$ cat src/design/imr_pkg.sv
package imr_pkg;
    localparam int CLK_PERIOD_NS  = 40;
    localparam int LINK_PERIOD_NS = 320;
    // Quarter of a serial bit, rounded up to whole clock cycles
    localparam int QUARTER_CYCLES = (LINK_PERIOD_NS / 4 + CLK_PERIOD_NS - 1) / CLK_PERIOD_NS;
    localparam int DIV_W          = 16;
    localparam int IRQ_W          = 3;

    localparam logic [7:0] OFS_CTRL = 8'h00;
    localparam logic [7:0] OFS_STAT = 8'h04;
    localparam logic [7:0] OFS_DATA = 8'h08;
    localparam logic [7:0] OFS_IRQS = 8'h0C;
    localparam logic [7:0] OFS_IRQM = 8'h10;

    localparam int CB_FLAG = 7;
    localparam int CB_ACK  = 6;
    localparam int CB_STA  = 5;
    localparam int CB_STO  = 4;
    localparam int CB_WCOL = 3;
    localparam int CB_EN   = 2;

    localparam int IB_FLAG = 0;
    localparam int IB_LOST = 1;
    localparam int IB_STOP = 2;

    localparam logic [3:0] ACK_BIT = 4'h8;

    localparam logic [7:0] CODE_START  = 8'h08;
    localparam logic [7:0] CODE_RSTART = 8'h10;
    localparam logic [7:0] CODE_W_ACK  = 8'h18;
    localparam logic [7:0] CODE_W_NACK = 8'h20;
    localparam logic [7:0] CODE_D_ACK  = 8'h28;
    localparam logic [7:0] CODE_D_NACK = 8'h30;
    localparam logic [7:0] CODE_LOST   = 8'h38;
    localparam logic [7:0] CODE_R_ACK  = 8'h40;
    localparam logic [7:0] CODE_R_NACK = 8'h48;
    localparam logic [7:0] CODE_RX_ACK = 8'h50;
    localparam logic [7:0] CODE_RX_NAK = 8'h58;
    localparam logic [7:0] CODE_NONE   = 8'hF8;

    typedef enum logic [2:0] {
        ST_IDLE, ST_WAIT, ST_START, ST_XFER, ST_HOLD, ST_STOP
    } imr_st_t;

    typedef struct packed {
        logic        psel;
        logic        penable;
        logic        pwrite;
        logic [7:0]  paddr;
        logic [31:0] pwdata;
    } imr_apb_req_t;

    typedef struct packed {
        logic        pready;
        logic [31:0] prdata;
        logic        pslverr;
    } imr_apb_rsp_t;

    typedef struct packed {
        imr_st_t          st;
        logic [1:0]       q;
        logic [3:0]       bitn;
        logic [7:0]       sh;
        logic [7:0]       data;
        logic [7:0]       code;
        logic             flag;
        logic             ack_en;
        logic             start_rq;
        logic             stop_rq;
        logic             wcol;
        logic             enable;
        logic             owner;
        logic             rx;
        logic             addr;
        logic             ackd;
        logic             rep;
        logic             busy;
        logic [DIV_W-1:0] div;
        logic [IRQ_W-1:0] irq_stat;
        logic [IRQ_W-1:0] irq_mask;
        logic             irq;
        logic             scl_oe;
        logic             sda_oe;
        logic [1:0]       scl_m;
        logic [1:0]       sda_m;
        logic             sda_q;
        imr_apb_rsp_t     apb;
    } imr_state_t;
endpackage : imr_pkg

$ cat src/design/imr_master_rx.sv
// Function
// - START first; address direction bit selects mode
// - START issued only once bus is free
// - After START: flag set, status 0x08
// - Writing flag one clears it, continues
// - After read address: flag, status 0x38/0x40/0x48
// - Received byte readable when flag set
// - Repeated START reports 0x10, keeps bus
// - In 0x10 write address switches to transmitter
// - On 0x38 release bus or restart
// - Acknowledge enable picks ACK or NACK
// - On 0x48 restart, stop, or both
// - On 0x58 restart, stop, or both
// - STOP clears stop bit; START may follow
//
// Implementation choices: the APB slave port and the placing of the registers.
module imr_master_rx #(
    parameter int QUARTER = imr_pkg::QUARTER_CYCLES
) (
    input  logic                  clk_i,
    input  logic                  reset_i,
    input  imr_pkg::imr_apb_req_t apb_i,
    output imr_pkg::imr_apb_rsp_t apb_o,
    input  logic                  scl_i,
    output logic                  scl_o,
    output logic                  scl_oe_o,
    input  logic                  sda_i,
    output logic                  sda_o,
    output logic                  sda_oe_o,
    output logic                  irq_o
);
    import imr_pkg::*;

    imr_state_t       s;
    imr_state_t       n;
    logic             tick;
    logic             go;
    logic             hw_flag;
    logic             lost;
    logic             scl_hi;
    logic             sda_smp;
    logic             setup;
    logic             acc;
    logic             hit;
    logic             rxp;
    logic             drv;
    logic [31:0]      rd;
    logic [IRQ_W-1:0] ev;

    always_comb begin
        n       = s;
        ev      = '0;
        go      = 1'b0;
        hw_flag = 1'b0;
        lost    = 1'b0;
        rd      = '0;
        hit     = 1'b1;
        drv     = 1'b0;
        n.scl_m = {s.scl_m[0], scl_i};
        n.sda_m = {s.sda_m[0], sda_i};
        n.sda_q = s.sda_m[1];
        scl_hi  = s.scl_m[1];
        sda_smp = s.sda_m[1];
        rxp     = s.rx && !s.addr;
        tick    = (s.div == '0);
        n.div   = tick ? DIV_W'(QUARTER - 1) : s.div - DIV_W'(1);

        // Bus monitor: START seen marks busy, STOP seen frees it
        if (scl_hi && s.sda_q && !sda_smp) begin
            n.busy = 1'b1;
        end
        if (scl_hi && !s.sda_q && sda_smp) begin
            n.busy = 1'b0;
        end

        // APB slave, zero wait states
        setup = apb_i.psel && !apb_i.penable;
        acc   = apb_i.psel && apb_i.penable && s.apb.pready;
        case (apb_i.paddr)
            OFS_CTRL: rd = {24'h0, s.flag, s.ack_en, s.start_rq, s.stop_rq,
                            s.wcol, s.enable, 2'h0};
            OFS_STAT: rd = {24'h0, s.code};
            OFS_DATA: rd = {24'h0, s.data};
            OFS_IRQS: rd = {29'h0, s.irq_stat};
            OFS_IRQM: rd = {29'h0, s.irq_mask};
            default:  hit = 1'b0;
        endcase
        n.apb.pready = setup;
        if (setup) begin
            n.apb.prdata  = rd;
            n.apb.pslverr = !hit;
        end
        if (acc && hit && apb_i.pwrite) begin
            case (apb_i.paddr)
                OFS_CTRL: begin
                    n.ack_en   = apb_i.pwdata[CB_ACK];
                    n.start_rq = apb_i.pwdata[CB_STA];
                    n.stop_rq  = apb_i.pwdata[CB_STO];
                    n.enable   = apb_i.pwdata[CB_EN];
                    if (apb_i.pwdata[CB_FLAG] && s.flag) begin
                        n.flag = 1'b0;
                        go     = 1'b1;
                    end
                end
                OFS_DATA: begin
                    // Data may only change while the engine is parked
                    if (s.flag) begin
                        n.data = apb_i.pwdata[7:0];
                        n.wcol = 1'b0;
                    end else begin
                        n.wcol = 1'b1;
                    end
                end
                OFS_IRQM: n.irq_mask = apb_i.pwdata[IRQ_W-1:0];
                default: ;
            endcase
        end
        // Clears only what the read returned, so a later event survives
        if (acc && !apb_i.pwrite && apb_i.paddr == OFS_IRQS) begin
            n.irq_stat = s.irq_stat & ~s.apb.prdata[IRQ_W-1:0];
        end

        case (s.st)
            ST_IDLE: begin
                if (n.enable && n.start_rq) begin
                    n.st  = ST_WAIT;
                    n.rep = 1'b0;
                end
            end
            ST_WAIT: begin
                if (tick && !s.busy) begin
                    n.st = ST_START;
                    n.q  = 2'd0;
                end
            end
            ST_START: begin
                if (tick) begin
                    if (s.q == 2'd3) begin
                        n.st    = ST_HOLD;
                        n.owner = 1'b1;
                        hw_flag = 1'b1;
                        n.code  = s.rep ? CODE_RSTART : CODE_START;
                    end else if (s.q != 2'd1 || scl_hi) begin
                        n.q = s.q + 2'd1;
                    end
                end
            end
            ST_XFER: begin
                if (tick) begin
                    case (s.q)
                        // Waits here while a slave stretches the clock
                        2'd2: if (scl_hi) n.q = 2'd3;
                        2'd3: begin
                            n.q = 2'd0;
                            if (s.bitn < ACK_BIT) begin
                                if (!rxp && s.sh[7] && !sda_smp) begin
                                    lost = 1'b1;
                                end
                                n.sh   = {s.sh[6:0], sda_smp};
                                n.bitn = s.bitn + 4'd1;
                            end else begin
                                hw_flag = 1'b1;
                                n.st    = ST_HOLD;
                                n.addr  = 1'b0;
                                if (rxp) begin
                                    // NACK bit overridden by another master
                                    if (!s.ackd && !sda_smp) begin
                                        lost = 1'b1;
                                    end
                                    n.data = s.sh;
                                    n.code = s.ackd ? CODE_RX_ACK : CODE_RX_NAK;
                                end else if (s.addr && s.rx) begin
                                    n.code = sda_smp ? CODE_R_NACK : CODE_R_ACK;
                                end else if (s.addr) begin
                                    n.code = sda_smp ? CODE_W_NACK : CODE_W_ACK;
                                end else begin
                                    n.code = sda_smp ? CODE_D_NACK : CODE_D_ACK;
                                end
                            end
                        end
                        default: n.q = s.q + 2'd1;
                    endcase
                end
            end
            ST_HOLD: begin
                if (go) begin
                    n.q    = 2'd0;
                    n.bitn = 4'd0;
                    if (!s.owner) begin
                        n.st  = n.start_rq ? ST_WAIT : ST_IDLE;
                        n.rep = 1'b0;
                    end else if (n.stop_rq) begin
                        n.st = ST_STOP;
                    end else if (n.start_rq) begin
                        n.st  = ST_START;
                        n.rep = 1'b1;
                    end else if (s.code == CODE_START || s.code == CODE_RSTART) begin
                        n.st   = ST_XFER;
                        n.addr = 1'b1;
                        n.sh   = s.data;
                        n.rx   = s.data[0];
                    end else if (s.code == CODE_R_ACK || s.code == CODE_RX_ACK) begin
                        n.st   = ST_XFER;
                        n.ackd = n.ack_en;
                    end else if (!s.rx) begin
                        n.st = ST_XFER;
                        n.sh = s.data;
                    end
                end
            end
            ST_STOP: begin
                if (tick) begin
                    if (s.q == 2'd3) begin
                        n.owner       = 1'b0;
                        n.stop_rq     = 1'b0;
                        n.rep         = 1'b0;
                        ev[IB_STOP]   = 1'b1;
                        n.st          = n.start_rq ? ST_WAIT : ST_IDLE;
                    end else if (s.q != 2'd1 || scl_hi) begin
                        n.q = s.q + 2'd1;
                    end
                end
            end
            default: n.st = ST_IDLE;
        endcase

        if (lost) begin
            n.st        = ST_HOLD;
            n.owner     = 1'b0;
            n.code      = CODE_LOST;
            hw_flag     = 1'b1;
            ev[IB_LOST] = 1'b1;
        end
        // Hardware set wins over a software clear in the same cycle
        if (hw_flag) begin
            n.flag      = 1'b1;
            ev[IB_FLAG] = 1'b1;
        end
        if (!n.enable) begin
            n.st    = ST_IDLE;
            n.owner = 1'b0;
        end
        n.irq_stat = n.irq_stat | ev;
        n.irq      = |(n.irq_stat & n.irq_mask);

        // Line drivers; during data bits SDA only moves a quarter after SCL went low
        n.scl_oe = (n.st == ST_HOLD && n.owner)
                 || (n.st == ST_XFER && n.q < 2'd2)
                 || (n.st == ST_STOP && n.q == 2'd0)
                 || (n.st == ST_START && ((n.rep && n.q == 2'd0) || n.q == 2'd3));
        drv = (n.bitn < ACK_BIT) ? (!(n.rx && !n.addr) && !n.sh[7])
                                 : (n.rx && !n.addr && n.ackd);
        case (n.st)
            ST_START: n.sda_oe = (n.q >= 2'd2);
            ST_STOP:  n.sda_oe = (n.q != 2'd3);
            ST_XFER:  n.sda_oe = (n.q == 2'd1) ? drv : s.sda_oe;
            ST_HOLD:  n.sda_oe = n.owner && s.sda_oe;
            default:  n.sda_oe = 1'b0;
        endcase
    end

    always_ff @(posedge clk_i) begin
        if (reset_i) begin
            s      <= '0;
            s.code <= CODE_NONE;
        end else begin
            s <= n;
        end
    end

    assign apb_o    = s.apb;
    assign scl_oe_o = s.scl_oe;
    assign sda_oe_o = s.sda_oe;
    assign scl_o    = 1'b0;
    assign sda_o    = 1'b0;
    assign irq_o    = s.irq;

    start_free_a: assert property (@(posedge clk_i) disable iff (reset_i)
        (s.st == ST_WAIT && n.st == ST_START) |-> !s.busy)
        else $error("START issued while bus busy");

    start_code_a: assert property (@(posedge clk_i) disable iff (reset_i)
        (s.st == ST_START && n.st == ST_HOLD && !s.rep)
        |=> (s.flag && s.code == CODE_START && scl_oe_o))
        else $error("START did not report 0x08");

    flag_clear_a: assert property (@(posedge clk_i) disable iff (reset_i)
        (acc && apb_i.pwrite && apb_i.paddr == OFS_CTRL && apb_i.pwdata[CB_FLAG]
         && s.flag && !hw_flag) |=> !s.flag)
        else $error("Flag not cleared by write of one");

    addr_code_a: assert property (@(posedge clk_i) disable iff (reset_i)
        (s.st == ST_XFER && s.addr && s.rx && n.st == ST_HOLD)
        |=> s.flag && (s.code == CODE_LOST || s.code == CODE_R_ACK
                       || s.code == CODE_R_NACK))
        else $error("Bad status after read address");

    rx_data_a: assert property (@(posedge clk_i) disable iff (reset_i)
        ($rose(s.flag) && (s.code == CODE_RX_ACK || s.code == CODE_RX_NAK))
        |-> s.data == s.sh)
        else $error("Received byte not in data register");

    rstart_code_a: assert property (@(posedge clk_i) disable iff (reset_i)
        (s.st == ST_START && s.rep && n.st == ST_HOLD)
        |=> s.code == CODE_RSTART && s.owner ##1 scl_oe_o)
        else $error("Repeated START not reported as 0x10");

    mode_sel_a: assert property (@(posedge clk_i) disable iff (reset_i)
        (s.st == ST_HOLD && n.st == ST_XFER && n.addr)
        |=> s.rx == $past(s.data[0]))
        else $error("Direction bit did not select mode");

    arb_release_a: assert property (@(posedge clk_i) disable iff (reset_i)
        (lost && n.enable) |=> (!scl_oe_o && !sda_oe_o && s.code == CODE_LOST))
        else $error("Bus not released after arbitration loss");

    ack_drive_a: assert property (@(posedge clk_i) disable iff (reset_i)
        (s.st == ST_XFER && s.rx && !s.addr && s.bitn == ACK_BIT && s.q == 2'd2)
        |-> sda_oe_o == s.ackd)
        else $error("Wrong acknowledge driven");

    stop_clear_a: assert property (@(posedge clk_i) disable iff (reset_i)
        ($fell(s.st == ST_STOP) && s.enable) |-> (!s.stop_rq && !s.owner))
        else $error("Stop request not cleared after STOP");

    flag_hold_a: assert property (@(posedge clk_i) disable iff (reset_i)
        (s.flag && s.owner && s.st == ST_HOLD) [*2] |-> scl_oe_o)
        else $error("Clock not held low while flag set");

    stop_sel_a: assert property (@(posedge clk_i) disable iff (reset_i)
        (s.st == ST_HOLD && go && s.owner && n.enable && n.stop_rq) |=> s.st == ST_STOP)
        else $error("Stop request did not start a STOP");

    rstart_sel_a: assert property (@(posedge clk_i) disable iff (reset_i)
        (s.st == ST_HOLD && go && s.owner && n.enable && !n.stop_rq && n.start_rq)
        |=> (s.st == ST_START && s.rep))
        else $error("Start request did not start a repeated START");

    lost_retry_a: assert property (@(posedge clk_i) disable iff (reset_i)
        (s.st == ST_HOLD && go && !s.owner && n.enable && n.start_rq) |=> s.st == ST_WAIT)
        else $error("Start request after lost arbitration not queued");
endmodule : imr_master_rx

$ cat config.mk
export PLATFORM = sky130hd
export DESIGN_NAME = imr_master_rx
export DESIGN_NICKNAME = d
export VERILOG_FILES = /design/src/design/imr_pkg.sv /design/src/design/imr_master_rx.sv
export SDC_FILE = /design/constraint.sdc
export NUM_CORES = 1
export LEC_CHECK = 0
export ABC_CLOCK_PERIOD_IN_PS = 3360
export BUFFER_PORTS_ARGS = -buffer_cell sky130_fd_sc_hd__buf_2
export CAP_MARGIN = 20
export CORE_ASPECT_RATIO = 0.5
export CORE_MARGIN = 4
export CORE_UTILIZATION = 50
export DETAILED_ROUTE_END_ITERATION = 10
export PLACE_DENSITY_LB_ADDON = 0.1
export SYNTH_ARGS = -nofsm -noshare
export SYNTH_HDL_FRONTEND = slang
export SYNTH_SLANG_ARGS = --single-unit
$ cat constraint.sdc
create_clock -name clk_i -period 3.36 [get_ports clk_i]
set_input_delay 0.504 -clock clk_i [delete_from_list [all_inputs] [get_ports clk_i]]
set_output_delay 0.504 -clock clk_i [all_outputs]
set_load 0.1 [all_outputs]
==> flow_metrics.tcl, run 1 <==
set metrics [dict create \
    cp.required_ns 3.60 \
    fin_crit_sh_pct 83.4 \
    avgSynthCellArea_um2 8.47 \
    cp-endpoint "sda_oe_o" \
    ys_seq_area_share_pct 36.9 \
    synth_warnings 0 \
    drt-initial-drc-count 353 \
    sw_frac_of_total_pct 32.6 \
    firstDrtPassIters 7 \
    holdBufCountCts 0 \
    postSynthCellCount 525 \
    cts-root-buf "clkbuf_16" \
    synth-edff-count 0 \
    fin_crit_ns 2.80 \
    status "completed" \
    htreeDepth 3 \
    areaGrowthSynthToFinish_pct 9.59 \
    cts.sinks 82 \
    crit_path_max_incr_delay_ns 0.37 \
    synthMuxAreaShare_pct 5.49 \
    grt_max_degree 43 \
    yosys.area_share.simple_pct 24.8 \
    slew_headroom_pct 54.9 \
    grt-ovfl-total 0 \
    min_from "sda_i" \
    grt_pass1_vias 3487 \
    clockBufferDepth 2 \
    coreArea_mm2 0.00832 \
    p_int_uw 1830 \
    ys.flop_type "dfxtp_1" \
    maxCapViolCount 0 \
    rsz0062_at_grt "no" \
    fin_skew_ns 0.00684 \
    synth_top_family_by_area "simple AND/OR/NAND/NOR gates" \
    synthAdderAreaFrac_pct 1.69 \
    critPathKind "reg2reg" \
    reg2reg_to "sda_oe_o" \
    num-fill-cells 789 \
    hold_viol_final 0 \
    antennaDiodeCount 0 \
    clockPowerShare_pct 35.4 \
    dpl.hpwl_um 7760 \
    fin_util_pct 58.6 \
    gp_congestion 0.851 \
    crit_path_start_kind "flop" \
    cts_setup_buffers 0 \
    grt_pass1_wl_um 17300 \
    via_count 3755 \
    netlist_area_mm2 0.00445 \
    wl_per_cell_um 15.8 \
    path_clk_slew_ns 0.06 \
    initial_utilization_pct 53.5 \
    clock_latency_ns 0.34 \
    drive_gt1_share_pct 15.5 \
    die_area_mm2 0.0106 \
    fin_tns_setup_ns 0 \
    p_leak_uw 0.00190 \
    cts_buffers 9 \
    design.portCount 86 \
    cts_resized 0 \
    switchingPower_uw 883 \
    worst_pin_slew_ns 0.674 \
    portBuffers 35 \
    p_per_area_mw_per_mm2 556 \
    synth-compound-area-share_pct 19.4 \
    die_x_um 141 \
    row_count 23 \
    path_cells "inv_1 > ha_1 > nor4b_1 > nand4_1 > or3_1 > a211oi_2 > a221o_2 > nand3_1 > a211oi_1 > a31oi_1 > o32ai_1" \
    finalNetCount 605 \
    vias_per_cell 5.62 \
    critPathSlowestCell "a211oi_1" \
    p_comb_share_pct 22.9 \
    ys_ff_latch 82 \
    drv_slew 0 \
    drc_errors 0 \
    async_flop_share_pct 0 \
    r2r_setup_slack_ns 0.56 \
    arrival_ns 3.05 \
    yosysUniqueCellTypes 73 \
    ir_drop_v 0.000440 \
    chipHeight_um 74.7 \
    synth_xor_area_share_pct 2.36 \
    antenna_found_initial 0 \
    max_freq_mhz 357 \
    crit_fanout 7 \
    grtUsageTotal_pct 20.7 \
    ant_nets 0 \
    worstSetupEndpointType "flop" \
    rr_startpoint "s[48]" \
    critPathLaunch "s[48]" \
    wirelength_um 10600 \
    seqPwrFrac_pct 41.7 \
    tritoncts "done" \
    hold_path_class "in2reg" \
    setup_viol 0 \
    rr_worst_depth 11 \
]
==> per-stage QoR <==
step	setup WS, ns	cell area [um^2]	power [uW]	cells	hold WS, ns
finish	0.558	4870	2710	668	0.373
global route	0.311	4870	2840	668	0.374
CTS	0.598	4870	2740	668	0.367
detailed placement	0.343	4590	1770	653	0.425
global placement	0.340	4590	1760	653	0.421
floorplan	0.755	4540	1680	550	0.414
==> cell type report <==
type	instances	area [um^2]	area share, %
Clock buffer	10	229	4.70
Clock inverter	5	56.3	1.16
Inverter	13	48.8	1.00
Multi-Input combinational cell	398	2480	51.0
Sequential cell	82	1640	33.7
Tap cell	112	140	2.88
Timing Repair Buffer	48	273	5.60
==> kinds of logic (layout without fill, tap and decap cells) <==
logic type | Yosys count | in the layout
AOI/OAI and AO/OA | 122 | 122
xor gates and xnor gates | 12 | 12
adders and majority gates | 6 | 6
buffers and inverters | 70 | 76
DFF | 82 | 82
muxes | 23 | 23
other | 1 | 26
and+or+nand+nor | 209 | 209
==> critical path, delay by kind of cell, from the launching register on <==
family | cells | cell delay [ns]
adders and majority gates | 1 | 0.28
buffers and inverters | 1 | 0.06
and+or+nand+nor | 4 | 0.94
DFF | 1 | 0.34
AOI/OAI and AO/OA | 5 | 1.08
==> cells in the final DEF, fill, tap and decap left out, drive strengths merged, types with 4 or more instances in the layout <==
master / n
dfxtp: 82
nor2: 70
buf: 48
nand2: 43
a21oi: 31
conb: 26
o21ai: 25
mux2i: 22
nor3: 19
nor2b: 15
a22oi: 14
nand3: 14
inv: 13
a211oi: 12
clkbuf: 10
xnor2: 8
nand2b: 7
nand4: 7
a222oi: 6
ha: 6
nor4: 6
or3: 5
a31oi: 5
nor4b: 5
xor2: 4
and2: 4
==> state kept, by name, summed over array words and instances, names as in the netlist <==
name      count
apb_o        10
irq_o         1
n             3
s            66
scl_oe_o      1
sda_oe_o      1
==> Yosys cell counts (3+ instances only) <==
cell type / instances / area share, %
o21ai_0: 22 / 2.5
o211ai_1: 3 / 0.51
nand3b_1: 3 / 0.51
xnor2_1: 8 / 1.6
clkbuf_1: 15 / 1.3
a211oi_1: 11 / 1.9
o31ai_1: 3 / 0.51
nor2_1: 69 / 5.8
nor2b_1: 15 / 2.1
xor2_1: 4 / 0.79
ha_1: 6 / 1.7
nand3_1: 12 / 1.4
a222oi_1: 6 / 1.4
buf_2: 4 / 0.45
a21oi_1: 30 / 3.4
or3_1: 5 / 0.70
a31oi_1: 4 / 0.56
a21o_1: 3 / 0.51
dfxtp_1: 82 / 37
mux2i_1: 21 / 4.7
buf_4: 37 / 6.2
nor4_1: 3 / 0.42
nor3_1: 17 / 1.9
nand2_1: 43 / 3.6
nand4_1: 6 / 0.84
nor4b_1: 4 / 0.79
a22oi_1: 14 / 2.4
nand2b_1: 7 / 0.98
inv_1: 13 / 1.1
==> routing by layer <==
metal / vias up / part of all wire [%] / global-route usage, %
li1: 1878 / - / -
met1: 1718 / 49 / 28.7
met2: 147 / 42 / 32.6
met3: 12 / 7.9 / 4.95
met4: 0 / 1.1 / 6.28
met5: - / 0 / 0
==> power by group through the flow <==
stage	combinational (uW)	clock (uW)	sequential [uW]
2_1_floorplan	542	0	1130
3_3_place_gp	612	0	1150
3_5_place_dp	619	0	1150
4_1_cts	623	981	1130
5_1_grt	686	1020	1140
6_report	621	960	1130
==> worst min-delay path by stage <==
stage	end	slack, ns	depth (start not counted)
after floorplan	n[34]	0.41	1
after global routing	n[38]	0.37	2
after global placement	s[38]	0.42	1
after detailed placement	n[34]	0.42	1
after CTS	n[38]	0.37	2
final	n[36]	0.37	2
No activity file was read; power rests on OpenSTA's default activity.
==> inputs of run 2 (changes only) <==
Settings changed: ABC_CLOCK_PERIOD_IN_PS 3360 to 2600.
Clock period 3.36 ns to 2.6 ns, I/O delays scaled along.
==> flow_metrics.tcl, run 2 (synthesis gave the netlist of run 1 again) <==
set metrics [dict create \
    status "completed" \
    crit_path_max_incr_delay_ns 0.56 \
    slew_headroom_pct 56.0 \
    reg2reg_to "sda_oe_o" \
    initial_utilization_pct 53.5 \
    htreeDepth 3 \
    cp.required_ns 2.82 \
    drive_gt1_share_pct 23.3 \
    path_clk_slew_ns 0.06 \
    row_count 23 \
    path_cells "or4_4 > nor3_4 > and4_1 > nand2_1 > o31ai_1 > nor2_2 > a311oi_2 > a2bb2oi_1 > o32ai_2" \
    dpl.hpwl_um 8130 \
    dp_slack_ns -0.128 \
    portBuffers 35 \
    fin_skew_ns 0.00767 \
    firstDrtPassIters 6 \
    grt_max_degree 42 \
    worst_slack_ns 0.0190 \
    critPathSlowestCell "or4_4" \
    hold_path_class "in2reg" \
    worstSetupEndpointType "flop" \
    num-fill-cells 753 \
    die_area_mm2 0.0106 \
    arrival_ns 2.80 \
    chipHeight_um 74.7 \
    wirelength_um 11100 \
    grt_pass1_vias 3699 \
    wl_per_cell_um 15.7 \
    p_per_area_mw_per_mm2 710 \
    grt_pass1_wl_um 18200 \
    sw_frac_of_total_pct 31.5 \
    ant_nets 0 \
    coreArea_mm2 0.00832 \
    fin_crit_sh_pct 99.3 \
    vias_per_cell 5.54 \
    via_count 3919 \
    hold_end "n[36]" \
    design.portCount 86 \
    antennaDiodeCount 0 \
    grtUsageTotal_pct 21.6 \
    antenna_found_initial 0 \
    crit_fanout 4 \
    critPathKind "reg2reg" \
    largest_reg_flops 66 \
    worst_pin_slew_ns 0.656 \
    whs_path_depth 2 \
    crit_path_start_kind "flop" \
    drv_slew 0 \
    cts_buffers 9 \
    final_common_cell "dfxtp_1" \
    final_cell_mix "78 x dfxtp_1, 68 x nor2_1, 50 x buf_4, 43 x nand2_1, 35 x buf_2" \
    max_freq_mhz 387 \
    rr_startpoint "s[61]" \
    die_x_um 141 \
    rr_worst_depth 9 \
    seqPwrFrac_pct 39.0 \
    p_int_uw 2580 \
    fin_crit_ns 2.58 \
    grt-ovfl-total 0 \
    clockBufferDepth 2 \
    clock_latency_ns 0.34 \
    largest-register "s" \
    final_cell_area_mm2 0.00530 \
    cts.sinks 82 \
    setup_viol 0 \
    r2r_setup_slack_ns 0.02 \
    finalNetCount 644 \
    cts-root-buf "clkbuf_16" \
    min_from "sda_i" \
    p_leak_uw 0.00213 \
    p_comb_share_pct 24.4 \
    areaGrowthSynthToFinish_pct 19.2 \
    maxCapViolCount 0 \
    tritoncts "done" \
    gp_congestion 0.837 \
    switchingPower_uw 1190 \
    ir_drop_v 0.000580 \
    clockPowerShare_pct 36.7 \
    hold_viol_final 0 \
    rsz0062_at_grt "yes" \
    drt-initial-drc-count 349 \
    dpl_cell_area_mm2 0.00484 \
    drc_errors 0 \
]
==> run 2: layout make-up <==
type	instances	area, um^2	share of cell area [%]
Clock buffer	10	239	4.51
Inverter	13	48.8	0.921
Clock inverter	6	90.1	1.70
Timing Repair Buffer	87	573	10.8
Sequential cell	82	1650	31.1
Tap cell	112	140	2.64
Multi-Input combinational cell	398	2560	48.3
==> run 2: worst max-delay path by stage <==
stage	startpoint	end	slack [ns]	depth (start not counted)
after global routing	s[61]	sda_oe_o	-0.11	9
after CTS	s[58]	sda_oe_o	0.04	9
final	s[61]	sda_oe_o	0.02	9
after floorplan	apb_i[34]	sda_oe_o	0.11	10
after global placement	apb_i[33]	sda_oe_o	-0.10	11
after detailed placement	apb_i[33]	sda_oe_o	-0.13	11
==> run 2: what timing repair did <==
item | CTS | global route
gates resized for setup | 0 | 20
endpoints found under the setup margin | 0 | 3
buffers inserted | 0 | 6
hold buffers | 0 | 0
==> run 2: metal layers <==
| metal | routed length [um] | up-vias | GRT usage [%] |
|---|---|---|---|
| li1 | - | 1965 | - |
| met1 | 5440 | 1820 | 29.1 |
| met2 | 4850 | 121 | 34.9 |
| met3 | 696 | 13 | 5.77 |
| met4 | 136 | 0 | 5.85 |
| met5 | 0 | - | 0 |
==> run 2: stage by stage <==
| step | util (%) | TNS, ns | power, uW | std cells | hold slack, ns |
|---|---|---|---|---|---|
| 4_1_cts | 62.1 | 0 | 3730 | 702 | 0.262 |
| 6_report | 63.7 | 0 | 3760 | 708 | 0.263 |
| 5_1_grt | 63.7 | -0.140 | 3970 | 708 | 0.260 |
| 3_5_place_dp | 58.1 | -0.159 | 2340 | 686 | 0.423 |
| 3_3_place_gp | 58.1 | -0.107 | 2330 | 686 | 0.418 |
| 2_1_floorplan | - | 0 | 2170 | 550 | 0.414 |
==> run 2: power groups by stage <==
| stage | combinational (uW) | sequential [uW] | clock [uW] |
|---|---|---|---|
| final | 917 | 1470 | 1380 |
| after global routing | 1020 | 1480 | 1470 |
| after floorplan | 701 | 1470 | 0 |
| after CTS | 866 | 1460 | 1400 |
| after detailed placement | 860 | 1480 | 0 |
| after global placement | 848 | 1480 | 0 |
==> run 2: worst max-delay path: cells and delay by family, from the launching register on <==
family	cells	cell delay, ns
simple gates	5	1.40
compound gates	4	0.73
flops	1	0.33
==> inputs of run 3 (changes only) <==
Settings changed: PLACE_DENSITY set to 0.73, PLACE_DENSITY_LB_ADDON 0.1 to unset, SETUP_SLACK_MARGIN set to 0.1.
==> flow_metrics.tcl, run 3 (synthesis gave the netlist of run 1 again) <==
set metrics [dict create \
    final_cell_mix "76 x dfxtp_1, 69 x nor2_1, 48 x buf_4, 43 x nand2_1, 35 x buf_2" \
    grt_pass1_wl_um 17600 \
    crit_path_start_kind "flop" \
    largest_reg_flops 66 \
    die_area_mm2 0.0106 \
    row_count 23 \
    slew_headroom_pct 60.3 \
    cts-root-buf "clkbuf_16" \
    crit_fanout 6 \
    worst_pin_slew_ns 0.595 \
    drive_gt1_share_pct 23.9 \
    rr_worst_depth 9 \
    dpl.hpwl_um 7890 \
    htreeDepth 3 \
    holdBufCountCts 0 \
    fin_crit_sh_pct 98.5 \
    rsz0062_at_grt "yes" \
    final_common_cell "dfxtp_1" \
    p_leak_uw 0.00211 \
    grtUsageTotal_pct 20.7 \
    fin_crit_ns 2.56 \
    fin_skew_ns 0.00902 \
    hold_viol_final 0 \
    drv_slew 0 \
    cp.required_ns 2.84 \
    drt-initial-drc-count 349 \
    maxCapViolCount 0 \
    cts.sinks 82 \
    dp.cells 682 \
    num-fill-cells 704 \
    instances_no_fill 705 \
    drc_errors 0 \
    design.portCount 86 \
    portBuffers 35 \
    clock_latency_ns 0.35 \
    setup_viol 0 \
    coreArea_mm2 0.00832 \
    p_per_area_mw_per_mm2 718 \
    worstSetupEndpointType "flop" \
    grt_max_degree 45 \
    clockBufferDepth 2 \
    antennaDiodeCount 0 \
    finalNetCount 641 \
    grt_pass1_vias 3587 \
    grt-ovfl-total 0 \
    initial_utilization_pct 53.5 \
    wl_per_cell_um 15.3 \
    wirelength_um 10800 \
    power_uw 3780 \
    via_count 3962 \
    hold_path_class "in2reg" \
    die_x_um 141 \
    cts_buffers 9 \
    areaGrowthSynthToFinish_pct 18.5 \
    firstDrtPassIters 8 \
    antenna_found_initial 0 \
    vias_per_cell 5.62 \
    arrival_ns 2.80 \
    tritoncts "done" \
    chipHeight_um 74.7 \
    whs_path_depth 2 \
    path_clk_slew_ns 0.06 \
    gp_congestion 0.919 \
    largest-register "s" \
    max_freq_mhz 390 \
    status "completed" \
    critPathKind "reg2reg" \
    ant_nets 0 \
    ir_drop_v 0.000474 \
]
==> run 3: cell types whose count changed in the layout (fill, tap and decap cells not counted), moves of 2 or more <==
cell / previous run / this run
buf_4: 50 / 48
dfxtp_1: 78 / 76
dfxtp_2: 4 / 6
inv_6: 0 / 3
nor4_4: 2 / 4
==> run 3: through the flow <==
| step | worst slack (ns) | TNS [ns] | area (um^2) | hold WS, ns | util, % |
|---|---|---|---|---|---|
| after CTS | 0.106 | 0 | 5130 | 0.256 | 61.7 |
| after detailed placement | -0.0837 | -0.0837 | 4810 | 0.434 | 57.8 |
| after global routing | -0.0653 | -0.0815 | 5270 | 0.253 | 63.4 |
| final | 0.0390 | 0 | 5270 | 0.260 | 63.4 |
| after floorplan | 0.109 | 0 | 4540 | 0.414 | - |
| after global placement | -0.0628 | -0.0628 | 4810 | 0.418 | 57.8 |
==> run 3: final timing paths <==
kind	slack, ns	from	endpoint
setup reg to reg	0.04	s[59]	sda_oe_o
hold / removal	0.26	sda_i	n[36]
hold reg to reg	0.44	n[38]	s[38]
setup / recovery	0.04	s[59]	sda_oe_o
==> run 3: power breakdown <==
| group | switching, uW | internal (uW) | leakage (uW) |
|---|---|---|---|
| logic | 593 | 386 | 0.00129 |
| registers | 121 | 1360 | 0.000667 |
| clock network | 557 | 762 | 0.000149 |
| total | 1270 | 2510 | 0.00211 |
==> run 3: area by class of cell <==
| cell class | instances | area, um^2 | area share [%] |
|---|---|---|---|
| sequential | 82 | 1650 | 31.3 |
| clock buffer | 9 | 225 | 4.27 |
| multi-input combinational | 398 | 2580 | 48.9 |
| inverter | 13 | 48.8 | 0.926 |
| timing repair buffer | 84 | 547 | 10.4 |
| tap | 112 | 140 | 2.66 |
| clock inverter | 7 | 83.8 | 1.59 |
==> run 3: routing by layer <==
metal | part of all wire [%] | vias up | track usage (%)
met4 | 1.2 | 0 | 5.96
li1 | - | 1951 | -
met1 | 46 | 1839 | 27.8
met5 | 0 | - | 0
met3 | 8.2 | 14 | 4.70
met2 | 44 | 158 | 34.1
==> run 3: timing repair <==
item / 4_1_cts / 5_1_grt
endpoints found under the setup margin: 1 / 3
buffers inserted: 0 / 7
resized for setup: 3 / 25
pin swaps: 1 / 16
==> run 3: worst max-delay path, cell delays in order, from the launching register on <==
cell	delay, ns
dfxtp_2	0.34
or4_4	0.56
nor3_4	0.33
nand3_4	0.16
o21ai_2	0.18
o2111ai_2	0.13
a21oi_4	0.23
or2_4	0.17
a31oi_1	0.07
o32ai_1	0.30
